[config.mk]
export PLATFORM = sky130hd
export DESIGN_NAME = scm_serial_ctrl
export DESIGN_NICKNAME = d
export VERILOG_FILES = /design/src/rtl/scm_pkg.sv /design/src/rtl/scm_serial_ctrl.sv
export SDC_FILE = /design/constraint.sdc
export NUM_CORES = 1
export LEC_CHECK = 0
export BUFFER_PORTS_ARGS = -buffer_cell sky130_fd_sc_hd__buf_4
export CAP_MARGIN = 20
export CORE_ASPECT_RATIO = 1.5
export CORE_MARGIN = 10
export CORE_UTILIZATION = 59
export CTS_CLUSTER_SIZE = 10
export DETAILED_ROUTE_END_ITERATION = 8
export GPL_TIMING_DRIVEN = 0
export PLACE_DENSITY = 0.89
export SYNTH_ARGS = -nofsm -noshare
export SYNTH_HDL_FRONTEND = slang
export SYNTH_SLANG_ARGS = --single-unit
[constraint.sdc]
create_clock -name REF_CLK_I -period 6.19 [get_ports REF_CLK_I]
set_clock_uncertainty 0.2 [all_clocks]
set_input_delay 1.238 -clock REF_CLK_I [delete_from_list [all_inputs] [get_ports REF_CLK_I]]
set_output_delay 1.238 -clock REF_CLK_I [all_outputs]
set_load 0.05 [all_outputs]
[src/rtl/scm_pkg.sv]
// package: register map, field positions and timing for the serial controller block
package scm_pkg;
	// register byte addresses
	localparam logic [15:0] ADDR_DMA_CONTROL = 16'h4418;
	localparam logic [15:0] ADDR_SERIAL_STATUS = 16'h4420;
	localparam logic [15:0] ADDR_TWO_WIRE_STATUS = 16'h4422;
	localparam logic [15:0] ADDR_TWO_WIRE_COMMAND = 16'h4426;
	localparam logic [15:0] ADDR_TWO_WIRE_ACK_SELECT = 16'h4428;
	localparam logic [15:0] ADDR_SERIAL_DATA = 16'h443C;
	// command register fields
	localparam int CMD_STOP_BIT = 3;
	localparam int CMD_START_BIT = 2;
	localparam int CMD_SEND_BIT = 1;
	localparam int CMD_RECV_BIT = 0;
	// status register fields
	localparam int ST_CMD_FIN_BIT = 3;
	localparam int ST_RX_FIN_BIT = 2;
	localparam int ST_TX_FIN_BIT = 1;
	localparam int ST_RX_NACK_BIT = 0;
	// ack select field
	localparam int ACK_SEL_BIT = 0;
	// serial status field
	localparam int SPI_RX_OVF_BIT = 0;
	// dma control fields
	localparam int DMA_TX_RST_BIT = 5;
	localparam int DMA_RX_RST_BIT = 4;
	localparam int DMA_TX_B_BIT = 3;
	localparam int DMA_TX_A_BIT = 2;
	localparam int DMA_RX_B_BIT = 1;
	localparam int DMA_RX_A_BIT = 0;
	// reset values
	localparam logic [3:0] CMD_RESET = 4'h0;
	localparam logic [3:0] STAT_RESET = 4'h0;
	localparam logic [3:0] LOAD_RESET = 4'h0;
	// timing
	localparam int CLK_PERIOD_NS = 10;
	localparam int QUARTER_BIT_NS = 2500;
	localparam int QUARTER_BIT_CYCLES = QUARTER_BIT_NS / CLK_PERIOD_NS;
endpackage : scm_pkg

[src/rtl/scm_serial_ctrl.sv]
// serial controller: command driven two wire master, dma load control, rx overrun flag
//
// The plain strobed port was chosen for this implementation.
`timescale 1ns/100ps
module scm_serial_ctrl #(
	parameter int QUARTER_CYCLES = scm_pkg::QUARTER_BIT_CYCLES
) (
	input wire logic REF_CLK_I,
	input wire logic RST_I,
	input wire logic [15:0] ADDR_I,
	input wire logic [15:0] WDATA_I,
	input wire logic WR_I,
	input wire logic RD_I,
	output logic [15:0] RDATA_O,
	input wire logic RX_FIFO_OVERFLOW_I,
	input wire logic [7:0] TX_BYTE_I,
	output logic [7:0] RX_BYTE_O,
	input wire logic TX_DMA_DONE_A_I,
	input wire logic TX_DMA_DONE_B_I,
	input wire logic RX_DMA_DONE_A_I,
	input wire logic RX_DMA_DONE_B_I,
	output logic TX_DMA_RESET_O,
	output logic RX_DMA_RESET_O,
	output logic [3:0] DMA_START_O,
	input wire logic SCL_I,
	output logic SCL_O,
	output logic SCL_OE_N_O,
	input wire logic SDA_I,
	output logic SDA_O,
	output logic SDA_OE_N_O
);
	typedef enum logic [2:0] {
		ST_IDLE,
		ST_START,
		ST_STOP,
		ST_BIT,
		ST_ACK
	} scm_state_e;

	scm_state_e state_reg;
	logic [3:0] cmd_reg;
	logic [3:0] stat_reg;
	logic ack_sel_reg;
	logic ovf_reg;
	logic [3:0] load_reg;
	logic tx_rst_reg;
	logic rx_rst_reg;
	logic [3:0] dma_start_reg;
	logic [15:0] rdata_reg;
	logic [7:0] shift_reg;
	logic [7:0] rx_byte_reg;
	logic [2:0] bit_cnt_reg;
	logic [1:0] phase_reg;
	logic [15:0] tick_cnt_reg;
	logic tick;
	logic scl_drive_low_reg;
	logic sda_drive_low_reg;
	logic bus_held_reg;
	logic [2:0] sda_sync_reg;
	logic [2:0] scl_sync_reg;
	logic sda_in;
	logic scl_in;
	logic wr_cmd;
	logic cmd_start;
	logic cmd_done;
	logic [3:0] load_done;

	// reads a 16 bit value shaped from a narrow field
	function automatic logic [15:0] widen4(input logic [3:0] v);
		widen4 = {12'h000, v};
	endfunction

	// true when a strobe addresses the given register
	function automatic logic reg_hit(input logic strobe, input logic [15:0] addr, input logic [15:0] target);
		reg_hit = strobe && (addr == target);
	endfunction

	// three stage pin synchronisers, a change counts when stages two and three agree
	always_ff @(posedge REF_CLK_I) begin
		if (RST_I) begin
			sda_sync_reg <= 3'h7;
			scl_sync_reg <= 3'h7;
		end else begin
			sda_sync_reg <= {sda_sync_reg[1:0], SDA_I};
			scl_sync_reg <= {scl_sync_reg[1:0], SCL_I};
		end
	end

	// filtered levels hold until stages two and three agree
	logic sda_filt_reg;
	logic scl_filt_reg;
	always_ff @(posedge REF_CLK_I) begin
		if (RST_I) begin
			sda_filt_reg <= 1'b1;
			scl_filt_reg <= 1'b1;
		end else begin
			if (sda_sync_reg[1] == sda_sync_reg[2]) begin
				sda_filt_reg <= sda_sync_reg[2];
			end
			if (scl_sync_reg[1] == scl_sync_reg[2]) begin
				scl_filt_reg <= scl_sync_reg[2];
			end
		end
	end
	assign sda_in = sda_filt_reg;
	assign scl_in = scl_filt_reg;

	// quarter bit tick, stalls while a slave stretches the clock
	always_ff @(posedge REF_CLK_I) begin
		if (RST_I || state_reg == ST_IDLE) begin
			tick_cnt_reg <= 16'h0000;
		end else if (!scl_drive_low_reg && !scl_in) begin
			tick_cnt_reg <= tick_cnt_reg;
		end else if (tick) begin
			tick_cnt_reg <= 16'h0000;
		end else begin
			tick_cnt_reg <= tick_cnt_reg + 16'h0001;
		end
	end
	assign tick = (tick_cnt_reg == 16'(QUARTER_CYCLES - 1));

	assign wr_cmd = reg_hit(WR_I, ADDR_I, scm_pkg::ADDR_TWO_WIRE_COMMAND);
	assign cmd_start = (state_reg == ST_IDLE) && (cmd_reg != 4'h0);

	// two wire sequencer: start, stop, eight data bits then acknowledge
	always_ff @(posedge REF_CLK_I) begin
		if (RST_I) begin
			state_reg <= ST_IDLE;
			phase_reg <= 2'h0;
			bit_cnt_reg <= 3'h0;
			shift_reg <= 8'h00;
			scl_drive_low_reg <= 1'b0;
			sda_drive_low_reg <= 1'b0;
			bus_held_reg <= 1'b0;
			rx_byte_reg <= 8'h00;
		end else begin
			case (state_reg)
				ST_IDLE: begin
					phase_reg <= 2'h0;
					bit_cnt_reg <= 3'h7;
					if (cmd_reg[scm_pkg::CMD_START_BIT]) begin
						state_reg <= ST_START;
					end else if (cmd_reg[scm_pkg::CMD_STOP_BIT]) begin
						state_reg <= ST_STOP;
					end else if (cmd_reg[scm_pkg::CMD_SEND_BIT]) begin
						shift_reg <= TX_BYTE_I;
						state_reg <= ST_BIT;
					end else if (cmd_reg[scm_pkg::CMD_RECV_BIT]) begin
						shift_reg <= 8'hFF;
						state_reg <= ST_BIT;
					end
				end
				ST_START: begin
					if (tick) begin
						phase_reg <= phase_reg + 2'h1;
						case (phase_reg)
							2'h0: sda_drive_low_reg <= 1'b0; // repeated start releases data first
							2'h1: scl_drive_low_reg <= 1'b0;
							2'h2: sda_drive_low_reg <= 1'b1; // data falls while clock high
							default: begin
								scl_drive_low_reg <= 1'b1;
								bus_held_reg <= 1'b1;
								state_reg <= ST_IDLE;
							end
						endcase
					end
				end
				ST_STOP: begin
					if (tick) begin
						phase_reg <= phase_reg + 2'h1;
						case (phase_reg)
							2'h0: begin
								// a free bus has nothing to stop; pulling data low would fake a start
								sda_drive_low_reg <= bus_held_reg;
							end
							2'h1: scl_drive_low_reg <= 1'b0;
							2'h2: sda_drive_low_reg <= 1'b0; // data rises while clock high
							default: begin
								bus_held_reg <= 1'b0;
								state_reg <= ST_IDLE;
							end
						endcase
					end
				end
				ST_BIT: begin
					if (tick) begin
						phase_reg <= phase_reg + 2'h1;
						case (phase_reg)
							2'h0: sda_drive_low_reg <= !shift_reg[7];
							2'h1: scl_drive_low_reg <= 1'b0;
							2'h2: shift_reg <= {shift_reg[6:0], sda_in};
							default: begin
								scl_drive_low_reg <= 1'b1;
								bit_cnt_reg <= bit_cnt_reg - 3'h1;
								if (bit_cnt_reg == 3'h0) begin
									state_reg <= ST_ACK;
								end
							end
						endcase
					end
				end
				ST_ACK: begin
					if (tick) begin
						phase_reg <= phase_reg + 2'h1;
						case (phase_reg)
							2'h0: begin
								if (cmd_reg[scm_pkg::CMD_RECV_BIT]) begin
									sda_drive_low_reg <= ack_sel_reg;
									rx_byte_reg <= shift_reg;
								end else begin
									sda_drive_low_reg <= 1'b0;
								end
							end
							2'h1: scl_drive_low_reg <= 1'b0;
							2'h2: shift_reg[0] <= sda_in;
							default: begin
								scl_drive_low_reg <= 1'b1;
								sda_drive_low_reg <= 1'b0;
								state_reg <= ST_IDLE;
							end
						endcase
					end
				end
				default: state_reg <= ST_IDLE;
			endcase
		end
	end

	assign cmd_done = tick && (phase_reg == 2'h3) &&
		(state_reg == ST_START || state_reg == ST_STOP || state_reg == ST_ACK);

	// command bits: set by write, self-clear at completion
	always_ff @(posedge REF_CLK_I) begin
		if (RST_I) begin
			cmd_reg <= scm_pkg::CMD_RESET;
		end else if (cmd_done) begin
			cmd_reg <= 4'h0;
		end else if (wr_cmd && state_reg == ST_IDLE && cmd_reg == 4'h0) begin
			cmd_reg <= WDATA_I[3:0];
		end
	end

	// completion flags: set at end of command, clear when the next one starts
	always_ff @(posedge REF_CLK_I) begin
		if (RST_I) begin
			stat_reg <= scm_pkg::STAT_RESET;
		end else if (cmd_done) begin
			stat_reg[scm_pkg::ST_CMD_FIN_BIT] <= (state_reg != ST_ACK);
			stat_reg[scm_pkg::ST_RX_FIN_BIT] <= (state_reg == ST_ACK) && cmd_reg[scm_pkg::CMD_RECV_BIT];
			stat_reg[scm_pkg::ST_TX_FIN_BIT] <= (state_reg == ST_ACK) && cmd_reg[scm_pkg::CMD_SEND_BIT];
			stat_reg[scm_pkg::ST_RX_NACK_BIT] <= (state_reg == ST_ACK) && cmd_reg[scm_pkg::CMD_SEND_BIT] &&
				shift_reg[0];
		end else if (cmd_start) begin
			stat_reg <= 4'h0;
		end
	end

	// acknowledge select register
	always_ff @(posedge REF_CLK_I) begin
		if (RST_I) begin
			ack_sel_reg <= 1'b0;
		end else if (reg_hit(WR_I, ADDR_I, scm_pkg::ADDR_TWO_WIRE_ACK_SELECT)) begin
			ack_sel_reg <= WDATA_I[scm_pkg::ACK_SEL_BIT];
		end
	end

	// receive fifo overrun flag, a new overflow wins over the clearing read
	always_ff @(posedge REF_CLK_I) begin
		if (RST_I) begin
			ovf_reg <= 1'b0;
		end else if (RX_FIFO_OVERFLOW_I) begin
			ovf_reg <= 1'b1;
		end else if (reg_hit(RD_I, ADDR_I, scm_pkg::ADDR_SERIAL_DATA)) begin
			ovf_reg <= 1'b0;
		end
	end

	assign load_done = {TX_DMA_DONE_B_I, TX_DMA_DONE_A_I, RX_DMA_DONE_B_I, RX_DMA_DONE_A_I};

	// dma load bits, reset pulses and start pulses
	always_ff @(posedge REF_CLK_I) begin
		if (RST_I) begin
			load_reg <= scm_pkg::LOAD_RESET;
			tx_rst_reg <= 1'b0;
			rx_rst_reg <= 1'b0;
			dma_start_reg <= 4'h0;
		end else begin
			tx_rst_reg <= 1'b0;
			rx_rst_reg <= 1'b0;
			dma_start_reg <= 4'h0;
			for (int i = 0; i < 4; i++) begin
				if (reg_hit(WR_I, ADDR_I, scm_pkg::ADDR_DMA_CONTROL) && WDATA_I[i]) begin
					load_reg[i] <= 1'b1;
					dma_start_reg[i] <= !load_reg[i];
				end else if (load_done[i]) begin
					load_reg[i] <= 1'b0;
				end
			end
			if (reg_hit(WR_I, ADDR_I, scm_pkg::ADDR_DMA_CONTROL)) begin
				tx_rst_reg <= WDATA_I[scm_pkg::DMA_TX_RST_BIT];
				rx_rst_reg <= WDATA_I[scm_pkg::DMA_RX_RST_BIT];
				if (WDATA_I[scm_pkg::DMA_TX_RST_BIT]) begin
					load_reg[scm_pkg::DMA_TX_B_BIT] <= 1'b0;
					load_reg[scm_pkg::DMA_TX_A_BIT] <= 1'b0;
					dma_start_reg[scm_pkg::DMA_TX_B_BIT] <= 1'b0;
					dma_start_reg[scm_pkg::DMA_TX_A_BIT] <= 1'b0;
				end
				if (WDATA_I[scm_pkg::DMA_RX_RST_BIT]) begin
					load_reg[scm_pkg::DMA_RX_B_BIT] <= 1'b0;
					load_reg[scm_pkg::DMA_RX_A_BIT] <= 1'b0;
					dma_start_reg[scm_pkg::DMA_RX_B_BIT] <= 1'b0;
					dma_start_reg[scm_pkg::DMA_RX_A_BIT] <= 1'b0;
				end
			end
		end
	end

	// read data one cycle after the read strobe, unmapped reads zero
	always_ff @(posedge REF_CLK_I) begin
		if (RST_I) begin
			rdata_reg <= 16'h0000;
		end else if (RD_I) begin
			if (ADDR_I == scm_pkg::ADDR_DMA_CONTROL) begin
				rdata_reg <= widen4(load_reg);
			end else if (ADDR_I == scm_pkg::ADDR_SERIAL_STATUS) begin
				rdata_reg <= {15'h0000, ovf_reg};
			end else if (ADDR_I == scm_pkg::ADDR_TWO_WIRE_STATUS) begin
				rdata_reg <= widen4(stat_reg);
			end else if (ADDR_I == scm_pkg::ADDR_TWO_WIRE_COMMAND) begin
				rdata_reg <= widen4(cmd_reg);
			end else if (ADDR_I == scm_pkg::ADDR_TWO_WIRE_ACK_SELECT) begin
				rdata_reg <= {15'h0000, ack_sel_reg};
			end else if (ADDR_I == scm_pkg::ADDR_SERIAL_DATA) begin
				rdata_reg <= {8'h00, rx_byte_reg};
			end else begin
				rdata_reg <= 16'h0000;
			end
		end else begin
			rdata_reg <= 16'h0000;
		end
	end

	// outputs; open drain pins pull low only, enable low while driving
	assign RDATA_O = rdata_reg;
	assign RX_BYTE_O = rx_byte_reg;
	assign TX_DMA_RESET_O = tx_rst_reg;
	assign RX_DMA_RESET_O = rx_rst_reg;
	assign DMA_START_O = dma_start_reg;
	assign SCL_O = 1'b0;
	assign SDA_O = 1'b0;
	assign SCL_OE_N_O = !scl_drive_low_reg;
	assign SDA_OE_N_O = !sda_drive_low_reg;
endmodule // scm_serial_ctrl

==> reports/results.env <==
NUM_ANTENNA_CELLS=0
YS.WARNINGS.COUNT=0
FMAXACHIEVABLE_MHz=336.2
RSZ0062_AT_GRT='false'
ROUTE.TOP_LAYER_USED='met4'
FLOORPLAN.INITIALDENSITY_PCT=60.74
NUMBER_OF_GLOBAL_ROUTE_VIAS_BEFORE_REPAIR=3566
MAPPED_AVG_CELL_AREA_SQ_UM=8.659
CLK_PIN_SLEW_WORST_PATHS_NS=0.07
FILLER_CELL_COUNT=498
WORSTSETUPPATHTYPE='input pin to register'
POST_CTS_BUFFERS=0
NUMBER_OF_ENABLE_TYPE_REGISTER_CELLS_IN_THE_SYNTHESIZED_NETLIST=0
PIN_COUNT_OF_THE_BIGGEST_NET_ENTERING_GLOBAL_ROUTING=13
TIMING.CRITICAL_PATH.TO_TYPE='register'
VIAS_PER_CELL=5.779
TOTAL_LEAKAGE_POWER_nW=1.819
POWER.DENSITY_mW_PER_MM2=202.8
FINALCRITPERIODSHARE_PCT=48.06
CTS_SINKS=79
PLACEMENT_CELL_AREA_SQ_MM=0.004534
WL_MET2_UM=4948
CTS-HOLD-FIX-BUFFERS=0
ANTENNA_VIOLATIONS_BEFORE_REPAIR=0
POWER.IR.VDD_WORST_mV=0.1421
HOLD_CLASS='register to register'
ROWS=36
YS_FF_LATCH=79
CTS_TREE='built'
R2R_SETUP_SLACK_NS=3.69
FINAL_MAX_SLEW_VIOL_COUNT=0
MAX_CAP_VIOLATIONS=0
GR-TOTAL-OVERFLOW=0
FINAL_COMMON_CELL='dfxtp_1'
CLOCK_INSERTION_DELAY_WORST_SKEW_NS=0.36
LARGEST_REG_FLOPS=16
R2R.WORST_PATH.CELLS=6
SYN_TO_FINAL_GROWTH_PCT=20.04
SYN-INSTANCE-COUNT=455
ANTENNA_VIOLATING_NETS_POST_ROUTE=0
MULTI_INPUT_COMB_AREA_SQ_MM=0.002155
DIE_WIDTH_UM=86.73
NETLIST_AREA_SQ_MM=0.003940
CRITPATHMAXFANOUT=8
TOTAL_LENGTH_OF_ROUTED_MET3_WIRES_UM=863
CTS_HTREE_LEVELS=3
LAYOUT.AREA.SEQ_SQ_MM=0.001582
SYNTH_FLOP_CELL='dfxtp_1'
FINALWEIGHTEDCONGESTION=0.9374
WIRELENGTH_MET1_UM=3645
DRC=0
STATUS='finished clean'
DETAIL_ROUTE.WL_PER_CELL_UM=16.27
FINALNETCOUNT=597
TOTAL_POWER_mW=0.9592
GROUTE.USAGE.OVERALL_PCT=19.04
DP_HPWL_UM=7869
CRITPATHLAUNCHTYPE='input pin'
IO_PINS=85
MAX_SLEW_MARGIN_PCT=52.84
DIE-HEIGHT_UM=120.1
REPORT.FINAL.SETUP_VIOL=0
TIMING_HOLD_VIOLATIONS_FINAL=0
ASYNCSETRESETFLOPFRACSYNTH_PCT=0
CLOCK_TREE.ROOT_CELL='clkbuf_8'
FINAL_LAYOUT_SIZE_SUFFIX_GT1_SHARE_PCT=21.48
DIEAREA_SQ_MM=0.01041
SYNTH.LIB_CELLS_USED.DISTINCT=65
COMMONEST_NON_FILL_NON_TAP_CELLS_IN_THE_LAYOUT='79 x dfxtp_1, 72 x buf_4, 54 x nor2_1'
DRT_ITER0_MARKERS=267
HOLD_PATH_DEPTH=1
PORT_BUFFERS=62
FINAL.MIN_CLOCK_PERIOD_NS=2.975
POSTROUTEWIRELENGTH_UM=10020
CORE_AREA_SQ_MM=0.006486
MAX_SLEW.WORST_PIN.SLEW_NS=0.7009
FIN_SETUP_TNS_NS=0
TIMING.CRITICAL_PATH.ARRIVAL_NS=3.04
SHARE_OF_SYNTHESIZED_AREA_OCCUPIED_BY_FLIP_FLOPS_AND_LATCHES_PCT=40.14
CLOCK_BUFFER_COUNT_FROM_CTS=9
MAX-CLOCK-PATH-BUFFERS=2
VIAS=3560
DRT_PASS1_ITERATIONS=6
CRITPATHREQUIREDTIME_NS=6.26
POST_CTS.RESIZED_INSTANCES=0
FINISH.INSTANCE_AREA_SQ_MM=0.004730
GRT_PASS1_WL_UM=16200
[metal layers]
metal  up-vias  track usage (%)
li1       1774                -
met2       144            32.73
met1      1601            18.73
met3        41            6.364
met4         0            12.60
met5         -                0
[logic make-up (layout without fill, tap and decap cells)]
group | after synthesis | in the layout | share of synthesized area, %
mux | 13 | 13 | 3.398
simple gates | 190 | 190 | 27.82
xor+xnor | 13 | 13 | 2.890
fa+ha+maj | 9 | 9 | 2.858
compound gates | 98 | 98 | 16.77
other cells | 1 | 10 | 0.09518
flops | 79 | 79 | 40.14
buf+inv | 52 | 128 | 6.034
[power by group]
part           internal, mW  leakage, nW  total (mW)  switching [mW]
Combinational        0.0276         1.08      0.0612          0.0336
Sequential            0.511        0.639       0.512         0.00157
Clock                 0.204        0.101       0.386           0.182
[per-stage QoR]
stage / std cells / utilization (%) / worst slack [ns] / hold slack [ns]
2_1_floorplan: 464 / - / 3.084 / 0.1895
3_3_place_gp: 602 / 69.91 / 2.901 / 0.1916
3_5_place_dp: 602 / 69.91 / 2.896 / 0.2003
4_1_cts: 616 / 72.92 / 3.269 / 0.2180
5_1_grt: 616 / 72.92 / 2.994 / 0.2282
6_report: 616 / 72.92 / 3.215 / 0.2169
[synthesized netlist by cell type (2+ instances only)]
library cell | number | area (sq um)
o22ai_1 | 2 | 12.51
xnor2_1 | 7 | 61.31
and2_1 | 5 | 31.28
nand4_1 | 13 | 81.33
or2_2 | 11 | 68.82
o21ai_0 | 18 | 90.09
a21oi_1 | 25 | 125.1
clkbuf_1 | 21 | 78.83
nand3b_1 | 9 | 67.56
nor4b_1 | 2 | 17.52
mux2i_1 | 10 | 100.1
mux2_2 | 3 | 33.78
a222oi_1 | 3 | 30.03
o2111a_1 | 2 | 22.52
inv_1 | 17 | 63.81
and4bb_1 | 4 | 50.05
nand2b_1 | 8 | 50.05
xor2_1 | 6 | 52.55
dfxtp_1 | 79 | 1582
nor2b_1 | 6 | 37.54
nor3_2 | 2 | 20.02
and4_1 | 5 | 43.79
a31oi_1 | 2 | 12.51
nand3_1 | 9 | 45.04
nor3_1 | 15 | 75.07
nor2_1 | 54 | 202.7
a22oi_1 | 2 | 15.01
nand2_1 | 21 | 78.83
a311oi_1 | 3 | 26.28
and3_1 | 7 | 43.79
a211oi_1 | 11 | 82.58
buf_4 | 10 | 75.07
o32ai_1 | 2 | 17.52
ha_1 | 9 | 112.6
buf_2 | 4 | 20.02
nor4_1 | 3 | 18.77
o21a_1 | 17 | 127.6
[path summary, 6_finish.rpt]
kind | startpoint | endpoint
setup reg to reg | state_reg[0] | shift_reg[1]
setup / recovery | ADDR_I[3] | load_reg[2]
hold / removal | scl_sync_reg[0] | scl_sync_reg[1]
hold reg to reg | scl_sync_reg[0] | scl_sync_reg[1]
[critical path, stage by stage]
cell and delay, ns:
clkbuf_1 0.25, nand2_1 0.08, nor4_1 0.54, and4_1 0.31, clkbuf_1 0.29, a21oi_1 0.11
a211oi_1 0.22
[layout make-up]
cell class	instances	area share, %
multi-input combinational	333	45.56
sequential	79	33.44
timing repair buffer	62	9.841
buffer	35	3.677
clock buffer	11	3.201
tap	76	2.011
inverter	17	1.349
clock inverter	3	0.9259
Note: power is estimated with default switching activity, not from simulation.
